$ cat config.mk
export PLATFORM = sky130hd
export DESIGN_NAME = sss_top
export DESIGN_NICKNAME = d
export VERILOG_FILES = /design/src/sss_pkg.sv /design/src/sss_btn_sync.sv /design/src/sss_top.sv
export SDC_FILE = /design/constraint.sdc
export NUM_CORES = 1
export LEC_CHECK = 0
export BUFFER_PORTS_ARGS = -buffer_cell sky130_fd_sc_hd__buf_2
export CORE_MARGIN = 3
export CORE_UTILIZATION = 53
export CTS_CLUSTER_DIAMETER = 150
export DETAILED_ROUTE_END_ITERATION = 16
export PLACE_DENSITY = 0.76
export SLEW_MARGIN = 20
export SYNTH_ARGS = -nofsm -noshare
export SYNTH_HDL_FRONTEND = slang
export SYNTH_SLANG_ARGS = --single-unit
$ cat constraint.sdc
create_clock -name clk_i -period 3.36 [get_ports clk_i]
set_input_delay 0.672 -clock clk_i [delete_from_list [all_inputs] [get_ports clk_i]]
set_output_delay 0.672 -clock clk_i [all_outputs]
set_load 0.03 [all_outputs]
$ cat src/sss_pkg.sv
// shared constants and types of the status screen sequencer
package sss_pkg;

  // clock and seconds tick
  localparam int unsigned SSS_CLK_HZ = 10_000_000;
  localparam int unsigned SSS_SEC_TIME_S = 1;
  localparam int unsigned SSS_SEC_CYCLES = SSS_CLK_HZ * SSS_SEC_TIME_S;

  // screens and buttons
  localparam int unsigned SSS_NSCREEN = 8;
  localparam int unsigned SSS_NBTN = 5;

  // AHB-Lite register offsets (byte addresses)
  localparam logic [7:0] SSS_CTRL_OFF = 8'h00;
  localparam logic [7:0] SSS_MASK_OFF = 8'h04;
  localparam logic [7:0] SSS_DWELL_OFF = 8'h08;
  localparam logic [7:0] SSS_BRIGHT_OFF = 8'h0C;
  localparam logic [7:0] SSS_TIMEOUT_OFF = 8'h10;
  localparam logic [7:0] SSS_STATUS_OFF = 8'h14;
  localparam logic [7:0] SSS_NVMASK_OFF = 8'h18;
  localparam logic [2:0] SSS_HSIZE_WORD = 3'h2;

  // control register fields
  localparam int unsigned SSS_CTRL_DYN_BIT = 0;
  localparam int unsigned SSS_CTRL_PREC_BIT = 1;
  localparam int unsigned SSS_CTRL_SAV_LSB = 2;
  localparam int unsigned SSS_CTRL_EDIT_BIT = 4;

  // brightness register fields
  localparam int unsigned SSS_BRIGHT_NORM_LSB = 0;
  localparam int unsigned SSS_BRIGHT_SAV_LSB = 8;

  // status register fields
  localparam int unsigned SSS_STAT_SCREEN_LSB = 0;
  localparam int unsigned SSS_STAT_ACTIVE_BIT = 3;
  localparam int unsigned SSS_STAT_LMODE_LSB = 4;
  localparam int unsigned SSS_STAT_CURSOR_LSB = 8;
  localparam int unsigned SSS_STAT_IDLE_LSB = 16;

  // reset values and limits
  localparam logic [7:0] SSS_MASK_RESET = 8'hFF;
  localparam logic [7:0] SSS_MASK_KEEP = 8'h01;
  localparam logic [11:0] SSS_DWELL_MIN = 12'h001;
  localparam logic [11:0] SSS_DWELL_MAX = 12'hE10;
  localparam logic [11:0] SSS_DWELL_RESET = 12'h00A;
  localparam logic [7:0] SSS_NORM_BRIGHT_RESET = 8'h7F;
  localparam logic [6:0] SSS_SAV_BRIGHT_RESET = 7'h3F;
  localparam logic [15:0] SSS_TIMEOUT_RESET = 16'h0384;

  typedef enum logic [1:0] {
    SSS_SAV_DISABLED = 2'h0,
    SSS_SAV_LOW = 2'h1,
    SSS_SAV_SCROLL = 2'h2,
    SSS_SAV_OFF = 2'h3
  } sss_saver_t;

  typedef enum logic [1:0] {
    SSS_SS_IDLE = 2'b01,
    SSS_SS_ACTIVE = 2'b10
  } sss_ss_state_t;

  typedef struct packed {
    logic up;
    logic down;
    logic right;
    logic accept;
    logic esc;
  } sss_btn_t;

endpackage

$ cat src/sss_btn_sync.sv
// button synchroniser, debounce and press pulse generator
`timescale 1ns/10ps
`default_nettype none
module sss_btn_sync
  import sss_pkg::*;
(
  input wire logic clk_i,
  input wire logic reset_n_i,
  input wire logic [SSS_NBTN-1:0] btn_i,
  output logic [SSS_NBTN-1:0] press_o
);

  genvar g;
  generate
    for (g = 0; g < SSS_NBTN; g++) begin : g_btn
      logic s1_reg, s2_reg, s3_reg, level_reg, press_reg;
      // first stage feeds only the second
      always_ff @(posedge clk_i or negedge reset_n_i) begin
        if (!reset_n_i) begin
          s1_reg <= 1'b0;
          s2_reg <= 1'b0;
          s3_reg <= 1'b0;
        end else begin
          s1_reg <= btn_i[g];
          s2_reg <= s1_reg;
          s3_reg <= s2_reg;
        end
      end
      // a level counts only when two stages agree
      always_ff @(posedge clk_i or negedge reset_n_i) begin
        if (!reset_n_i) begin
          level_reg <= 1'b0;
          press_reg <= 1'b0;
        end else begin
          press_reg <= 1'b0;
          if (s2_reg == s3_reg) begin
            level_reg <= s3_reg;
            press_reg <= s3_reg && !level_reg;
          end
        end
      end
      assign press_o[g] = press_reg;
    end
  endgenerate

endmodule
`default_nettype wire

$ cat src/sss_top.sv
// status screen sequencer with AHB-Lite register slave
`timescale 1ns/10ps
`default_nettype none
module sss_top
  import sss_pkg::*;
#(
  parameter int unsigned SEC_CYCLES = SSS_SEC_CYCLES
) (
  input wire logic clk_i,
  input wire logic reset_n_i,
  input wire logic hsel_i,
  input wire logic [31:0] haddr_i,
  input wire logic [1:0] htrans_i,
  input wire logic hwrite_i,
  input wire logic [2:0] hsize_i,
  input wire logic [31:0] hwdata_i,
  input wire logic hready_i,
  output logic hreadyout_o,
  output logic hresp_o,
  output logic [31:0] hrdata_o,
  input wire logic joystick_up_i,
  input wire logic joystick_down_i,
  input wire logic joystick_right_i,
  input wire logic joystick_accept_i,
  input wire logic escape_i,
  output logic [2:0] screen_o,
  output logic [7:0] brightness_o,
  output logic display_on_o,
  output logic scroll_o,
  output logic precision_elevated_o,
  output logic nv_store_o,
  output logic [7:0] nv_mask_o
);

  localparam logic [23:0] SEC_LAST = 24'(SEC_CYCLES - 1);

  logic [SSS_NBTN-1:0] press_vec;
  sss_btn_t btn;
  logic activity;

  sss_btn_sync u_sss_btn_sync (
    .clk_i(clk_i),
    .reset_n_i(reset_n_i),
    .btn_i({joystick_up_i, joystick_down_i, joystick_right_i, joystick_accept_i, escape_i}),
    .press_o(press_vec)
  );
  assign btn = sss_btn_t'(press_vec);
  assign activity = |press_vec;

  // bus slave: writes zero wait, reads one wait so earlier writes show
  logic wr_pend_reg, rd_pend_reg, rd_done_reg, wr_en;
  logic [7:0] addr_reg;
  logic [31:0] hrdata_reg, rd_mux;
  logic bus_sel;

  assign bus_sel = hsel_i && htrans_i[1];
  assign wr_en = wr_pend_reg;
  assign hreadyout_o = !(rd_pend_reg && !rd_done_reg);
  assign hresp_o = 1'b0;
  assign hrdata_o = hrdata_reg;

  always_ff @(posedge clk_i or negedge reset_n_i) begin
    if (!reset_n_i) begin
      wr_pend_reg <= 1'b0;
      rd_pend_reg <= 1'b0;
      addr_reg <= 8'h00;
    end else if (hready_i) begin
      wr_pend_reg <= bus_sel && hwrite_i && (hsize_i == SSS_HSIZE_WORD);
      rd_pend_reg <= bus_sel && !hwrite_i;
      addr_reg <= haddr_i[7:0];
    end
  end

  always_ff @(posedge clk_i or negedge reset_n_i) begin
    if (!reset_n_i) begin
      rd_done_reg <= 1'b0;
      hrdata_reg <= 32'h0000_0000;
    end else begin
      rd_done_reg <= rd_pend_reg && !rd_done_reg;
      if (rd_pend_reg && !rd_done_reg) begin
        hrdata_reg <= rd_mux;
      end
    end
  end

  // configuration registers
  logic dyn_reg, prec_reg, edit_reg;
  sss_saver_t sav_mode_reg;
  logic [7:0] mask_reg, nv_mask_reg, norm_bright_reg;
  logic [6:0] sav_bright_reg;
  logic [11:0] dwell_reg;
  logic [15:0] timeout_reg;
  logic nv_store_reg;
  logic [2:0] edit_sel_reg, screen_reg;

  always_ff @(posedge clk_i or negedge reset_n_i) begin
    if (!reset_n_i) begin
      dyn_reg <= 1'b0;
      prec_reg <= 1'b0;
      edit_reg <= 1'b0;
      sav_mode_reg <= SSS_SAV_SCROLL;
    end else if (wr_en && addr_reg == SSS_CTRL_OFF) begin
      dyn_reg <= hwdata_i[SSS_CTRL_DYN_BIT];
      prec_reg <= hwdata_i[SSS_CTRL_PREC_BIT];
      edit_reg <= hwdata_i[SSS_CTRL_EDIT_BIT];
      sav_mode_reg <= sss_saver_t'(hwdata_i[SSS_CTRL_SAV_LSB +: 2]);
    end
  end

  always_ff @(posedge clk_i or negedge reset_n_i) begin
    if (!reset_n_i) begin
      dwell_reg <= SSS_DWELL_RESET;
      norm_bright_reg <= SSS_NORM_BRIGHT_RESET;
      sav_bright_reg <= SSS_SAV_BRIGHT_RESET;
      timeout_reg <= SSS_TIMEOUT_RESET;
    end else if (wr_en) begin
      // out of range dwell values are dropped, old value kept
      if (addr_reg == SSS_DWELL_OFF && hwdata_i[31:12] == 20'h00000 &&
          hwdata_i[11:0] >= SSS_DWELL_MIN && hwdata_i[11:0] <= SSS_DWELL_MAX) begin
        dwell_reg <= hwdata_i[11:0];
      end
      if (addr_reg == SSS_BRIGHT_OFF) begin
        norm_bright_reg <= hwdata_i[SSS_BRIGHT_NORM_LSB +: 8];
        sav_bright_reg <= hwdata_i[SSS_BRIGHT_SAV_LSB +: 7];
      end
      if (addr_reg == SSS_TIMEOUT_OFF) begin
        timeout_reg <= hwdata_i[15:0];
      end
    end
  end

  // mask: bus write wins over a same-cycle toggle
  always_ff @(posedge clk_i or negedge reset_n_i) begin
    if (!reset_n_i) begin
      mask_reg <= SSS_MASK_RESET;
    end else if (wr_en && addr_reg == SSS_MASK_OFF) begin
      mask_reg <= hwdata_i[7:0] | SSS_MASK_KEEP;
    end else if (edit_reg && btn.right && edit_sel_reg != 3'h0) begin
      mask_reg[edit_sel_reg] <= !mask_reg[edit_sel_reg];
    end
  end

  always_ff @(posedge clk_i or negedge reset_n_i) begin
    if (!reset_n_i) begin
      edit_sel_reg <= 3'h0;
    end else if (!edit_reg) begin
      edit_sel_reg <= 3'h0;
    end else if (btn.up) begin
      edit_sel_reg <= edit_sel_reg + 3'h1;
    end else if (btn.down) begin
      edit_sel_reg <= edit_sel_reg - 3'h1;
    end
  end

  always_ff @(posedge clk_i or negedge reset_n_i) begin
    if (!reset_n_i) begin
      nv_mask_reg <= SSS_MASK_RESET;
      nv_store_reg <= 1'b0;
    end else begin
      nv_store_reg <= edit_reg && btn.accept;
      if (edit_reg && btn.accept) begin
        nv_mask_reg <= mask_reg;
      end
    end
  end

  // seconds tick divider
  logic [23:0] sec_cnt_reg;
  logic sec_tick_reg;

  always_ff @(posedge clk_i or negedge reset_n_i) begin
    if (!reset_n_i) begin
      sec_cnt_reg <= 24'h000000;
      sec_tick_reg <= 1'b0;
    end else begin
      sec_tick_reg <= (sec_cnt_reg == SEC_LAST);
      sec_cnt_reg <= (sec_cnt_reg == SEC_LAST) ? 24'h000000 : sec_cnt_reg + 24'h000001;
    end
  end

  // next enabled screen search; screen one is always found
  function automatic logic [2:0] sss_step(input logic [7:0] m, input logic [2:0] cur, input logic fwd);
    logic [2:0] idx;
    logic [2:0] res;
    logic found;
    idx = cur;
    res = 3'h0;
    found = 1'b0;
    for (int i = 0; i < SSS_NSCREEN; i++) begin
      idx = fwd ? idx + 3'h1 : idx - 3'h1;
      if (!found && m[idx]) begin
        res = idx;
        found = 1'b1;
      end
    end
    return res;
  endfunction

  logic [2:0] nxt_up, nxt_down;
  logic [11:0] dwell_cnt_reg;
  logic dwell_hit, page_ok, dyn_run;

  assign nxt_up = sss_step(mask_reg, screen_reg, 1'b1);
  assign nxt_down = sss_step(mask_reg, screen_reg, 1'b0);
  assign dwell_hit = sec_tick_reg && (dwell_cnt_reg + 12'h001 >= dwell_reg);
  assign page_ok = !dyn_reg && !edit_reg && mask_reg[screen_reg];
  assign dyn_run = dyn_reg && mask_reg[screen_reg];

  always_ff @(posedge clk_i or negedge reset_n_i) begin
    if (!reset_n_i) begin
      dwell_cnt_reg <= 12'h000;
    end else if (!dyn_reg || dwell_hit) begin
      dwell_cnt_reg <= 12'h000;
    end else if (sec_tick_reg) begin
      dwell_cnt_reg <= dwell_cnt_reg + 12'h001;
    end
  end

  always_ff @(posedge clk_i or negedge reset_n_i) begin
    if (!reset_n_i) begin
      screen_reg <= 3'h0;
    end else if (!mask_reg[screen_reg]) begin
      screen_reg <= 3'h0;
    end else if (page_ok && btn.up) begin
      screen_reg <= nxt_up;
    end else if (page_ok && btn.down) begin
      screen_reg <= nxt_down;
    end else if (dyn_reg && dwell_hit) begin
      screen_reg <= nxt_up;
    end
  end

  // inactivity timer, saturating so it never rolls back under timeout
  logic [15:0] idle_cnt_reg;

  always_ff @(posedge clk_i or negedge reset_n_i) begin
    if (!reset_n_i) begin
      idle_cnt_reg <= 16'h0000;
    end else if (activity) begin
      idle_cnt_reg <= 16'h0000;
    end else if (sec_tick_reg && idle_cnt_reg != 16'hFFFF) begin
      idle_cnt_reg <= idle_cnt_reg + 16'h0001;
    end
  end

  // saver: mode and level latched at start, so later edits wait
  sss_ss_state_t ss_state_reg;
  sss_saver_t lat_mode_reg;
  logic [6:0] lat_bright_reg;
  logic saver_active;

  assign saver_active = (ss_state_reg == SSS_SS_ACTIVE);

  always_ff @(posedge clk_i or negedge reset_n_i) begin
    if (!reset_n_i) begin
      ss_state_reg <= SSS_SS_IDLE;
      lat_mode_reg <= SSS_SAV_SCROLL;
      lat_bright_reg <= SSS_SAV_BRIGHT_RESET;
    end else begin
      unique case (ss_state_reg)
        SSS_SS_IDLE: begin
          if (!activity && sav_mode_reg != SSS_SAV_DISABLED && idle_cnt_reg >= timeout_reg) begin
            ss_state_reg <= SSS_SS_ACTIVE;
            lat_mode_reg <= sav_mode_reg;
            lat_bright_reg <= sav_bright_reg;
          end
        end
        SSS_SS_ACTIVE: begin
          if (activity) begin
            ss_state_reg <= SSS_SS_IDLE;
          end
        end
        default: begin
          ss_state_reg <= SSS_SS_IDLE;
        end
      endcase
    end
  end

  always_ff @(posedge clk_i or negedge reset_n_i) begin
    if (!reset_n_i) begin
      brightness_o <= SSS_NORM_BRIGHT_RESET;
      display_on_o <= 1'b1;
      scroll_o <= 1'b0;
    end else if (!saver_active) begin
      brightness_o <= norm_bright_reg;
      display_on_o <= 1'b1;
      scroll_o <= 1'b0;
    end else begin
      unique case (lat_mode_reg)
        SSS_SAV_LOW: begin
          brightness_o <= {1'b0, lat_bright_reg};
          display_on_o <= 1'b1;
          scroll_o <= 1'b0;
        end
        SSS_SAV_SCROLL: begin
          brightness_o <= norm_bright_reg;
          display_on_o <= 1'b1;
          scroll_o <= 1'b1;
        end
        SSS_SAV_OFF: begin
          brightness_o <= 8'h00;
          display_on_o <= 1'b0;
          scroll_o <= 1'b0;
        end
        SSS_SAV_DISABLED: begin
          brightness_o <= norm_bright_reg;
          display_on_o <= 1'b1;
          scroll_o <= 1'b0;
        end
      endcase
    end
  end

  always_ff @(posedge clk_i or negedge reset_n_i) begin
    if (!reset_n_i) begin
      screen_o <= 3'h0;
      precision_elevated_o <= 1'b0;
    end else begin
      screen_o <= screen_reg;
      precision_elevated_o <= prec_reg;
    end
  end

  assign nv_store_o = nv_store_reg;
  assign nv_mask_o = nv_mask_reg;

  always_comb begin
    rd_mux = 32'h0000_0000;
    unique case (addr_reg)
      SSS_CTRL_OFF: begin
        rd_mux[SSS_CTRL_DYN_BIT] = dyn_reg;
        rd_mux[SSS_CTRL_PREC_BIT] = prec_reg;
        rd_mux[SSS_CTRL_SAV_LSB +: 2] = sav_mode_reg;
        rd_mux[SSS_CTRL_EDIT_BIT] = edit_reg;
      end
      SSS_MASK_OFF: rd_mux[7:0] = mask_reg;
      SSS_DWELL_OFF: rd_mux[11:0] = dwell_reg;
      SSS_BRIGHT_OFF: begin
        rd_mux[SSS_BRIGHT_NORM_LSB +: 8] = norm_bright_reg;
        rd_mux[SSS_BRIGHT_SAV_LSB +: 7] = sav_bright_reg;
      end
      SSS_TIMEOUT_OFF: rd_mux[15:0] = timeout_reg;
      SSS_STATUS_OFF: begin
        rd_mux[SSS_STAT_SCREEN_LSB +: 3] = screen_reg;
        rd_mux[SSS_STAT_ACTIVE_BIT] = saver_active;
        rd_mux[SSS_STAT_LMODE_LSB +: 2] = lat_mode_reg;
        rd_mux[SSS_STAT_CURSOR_LSB +: 3] = edit_sel_reg;
        rd_mux[SSS_STAT_IDLE_LSB +: 16] = idle_cnt_reg;
      end
      SSS_NVMASK_OFF: rd_mux[7:0] = nv_mask_reg;
      default: rd_mux = 32'h0000_0000;
    endcase
  end

  // checks
  logic [7:0] mask_prev_reg;
  always_ff @(posedge clk_i or negedge reset_n_i) begin
    if (!reset_n_i) begin
      mask_prev_reg <= SSS_MASK_RESET;
    end else begin
      mask_prev_reg <= mask_reg;
    end
  end
endmodule
`default_nettype wire

==> results.toml <==
[status]
outcome = "complete, no violations"

[setup_path]
crit_family = "simple AND/OR/NAND/NOR gates"
crit_path_end_kind = "register"
required_ns = 3.76
critPathMostFrequentCell = "nand3_1"
r2r_setup_slack_ns = 0.14
critPathKind = "register to register"
critical_path_peak_fanout = 13
cp_cell_sequence = "nand3_1 -> nor2_1 -> and3_1 -> and3_2 -> nand3_1 -> xnor2_2 -> ha_1 -> a21o_1 -> a221oi_1 -> o21ai_1 -> buf_4 -> or2_2 -> o41ai_2"
cp_slowest_stage_delay_ns = 0.41
critPathArrivalTime_ns = 3.63
path_buf_inv = 1
start_kind = "register"
crit_slowest_cell = "dfrtp_2"

[timing]
period_share = 0.960
hold_viol = 0
finalCriticalPeriod_ns = 3.22
max_slew.worst_pin.slew_ns = 0.858
max_freq_ghz = 0.310
worst_slack_ns = 0.136
holdWs_ns = 0.139
rsz0062_at_grt = "yes"
skew_ns = 0.0225
slew_headroom = 0.424
drv_slew = 0
finalSetupViolations = 0

[drt]
dr.pass1.iters = 7
post_drt_wl_per_cell_um = 18.9
drc = 0
vias = 9220
wirelength_um = 29400
ant_nets = 0
via_per_inst = 5.91
drtIter0Drc = 761

[die]
row_count = 53
ios = 136
initial_core_util = 0.546
die_h_um = 154
floorplan.core_area_mm2 = 0.0212
die_width_um = 154
die-area_mm2 = 0.0237

[cells_and_area]
layout_common_cells = "dfrtp_1 (163), nand2_1 (144), buf_2 (108), nor2_1 (88), o21ai_0 (77)"
layout_commonest_cell = "dfrtp_1"
largest_reg_flops = 32
n_antenna_cell = 0
multiInputGateArea_mm2 = 0.00571
fill_cells = 1703
drive_gt1_frac = 0.281
fin_util = 0.635
register_area_mm2 = 0.00550
area_growth_pct = 16.4
fin_nets = 1381

[clock_network]
htreeDepth = 1
postCtsResizedCells = 0
cts_buffers = 24
cts_tree = "done"
clkLatencyLatePin_ns = 0.52
root_buffer = "clkbuf_16"
clock_path_buffers = 3
postCtsSetupRepairBufs = 0
clk_pin_slew_ns = 0.06
cts.sinks = 217
hold_buffers = 0

[flow_run]
cap_violations = 0

[placement]
hpwl_um = 21100
preCtsSetupSlack_ns = 0.0505
routabilityCongestion = 0.926
portBuffers = 109

[synthesis]
synthesis.instances = 1137
synth_nets = 1252
ys_seq_area_frac = 0.474
yosys_register_bits = 217
ys_warn_count = 0
synth_area_leaders = "dfrtp_1 (36%), dfstp_2 (12%), mux2_2 (6.8%)"
synth_top_cell_by_area = "dfrtp_1"
synth_edf_count = 0
synth_flop_cell = "dfrtp_1"
synth.cell_area_mm2 = 0.0116
ys_async_sr_fraction = 1.00
avgSynthCellArea_um2 = 10.2
synth.top_cell.area_share = 0.356
ys_types = 82

[grt]
grt_use_total = 0.245
grt_max_degree = 82
grt_pass1_wl_um = 47500
grt_overflow = 0
grt_pass1_vias = 8875
antenna_found_initial = 0

[worst_hold_path]
hp-class = "input pin to asynchronous set/reset pin"

[power]
power.density_mw_per_mm2 = 546
peakVddDrop_mv = 0.369
p_leak_uw = 0.00614
==> metal layers <==
metal  GRT usage  wire [µm]  part of all wire
met5           0          0                 0
met4      0.0706        865             0.029
met3      0.0417       2100             0.071
met2       0.385      13600              0.46
met1       0.354      12900              0.44
==> power by group <==
part	internal, µW	total [µW]	switching [µW]	leakage (µW)
logic	624	1510	885	0.00306
registers	2870	3170	301	0.00268
clock network	1610	2670	1060	0.000400
total	5110	7360	2250	0.00614
==> per-stage QoR <==
step,setup TNS [ns],area (µm²),total power (µW),instances
finish,0,13500,7360,1559
global route,-0.0722,13500,7680,1559
CTS,0,13400,7390,1559
detailed placement,0,12600,4710,1515
global placement,0,12600,4690,1515
floorplan,0,11600,4140,1137
==> layout make-up <==
class	count	share of cell area
Tap cell	275	0.0255
Inverter	51	0.0142
Timing Repair Buffer	157	0.0689
Sequential cell	217	0.408
Clock inverter	9	0.00835
Clock buffer	35	0.0521
Multi-Input combinational cell	815	0.423
==> worst paths after layout <==
check / depth (start not counted) / to / startpoint
worst max register to register: 13 / dwell_cnt_reg[5] / dwell_cnt_reg[0]
min in group clk_i: 1 / u_sss_btn_sync.g_btn[1].s1_reg / joystick_accept_i
worst min register to register: 0 / u_sss_btn_sync.g_btn[2].s2_reg / u_sss_btn_sync.g_btn[2].s1_reg
worst max-delay path: 13 / dwell_cnt_reg[5] / dwell_cnt_reg[0]
worst min-delay path: 1 / screen_reg[2] / reset_n_i
max in group asynchronous: 2 / dwell_cnt_reg[2] / reset_n_i
==> Yosys cell counts (8+ instances only) <==
cell and instances:
a22o_1 12, xnor2_1 27, a21oi_1 27, a21o_1 8, nand3_1 55, nand4_1 16
mux2_2 70, mux4_2 11, o21ai_0 79, xor2_1 25, dfrtp_1 165, nor3_1 18
o2111ai_1 9, mux2i_1 17, nor4_1 11, nand2b_1 22, and3_1 10, nor2_1 89
inv_1 49, dfstp_2 52, a222oi_1 11, clkbuf_1 39, o211ai_1 10, ha_1 35
nand2_1 144
==> kinds of logic (layout without fill, tap and decap cells) <==
kind of cell             count (synthesis)  after routing  share of synthesized area
AND/OR/NAND/NOR                        402            402                      0.164
flip-flops                             217            217                      0.474
AO/OA/AOI/OAI                          215            215                      0.125
buffers and inverters                  105            252                     0.0381
multiplexers                           101            101                      0.109
XOR/XNOR                                55             55                     0.0459
adder cells (fa/ha/maj)                 41             41                     0.0439
other                                    1              1                   0.000324
Note: power is estimated with default switching activity, not from simulation.
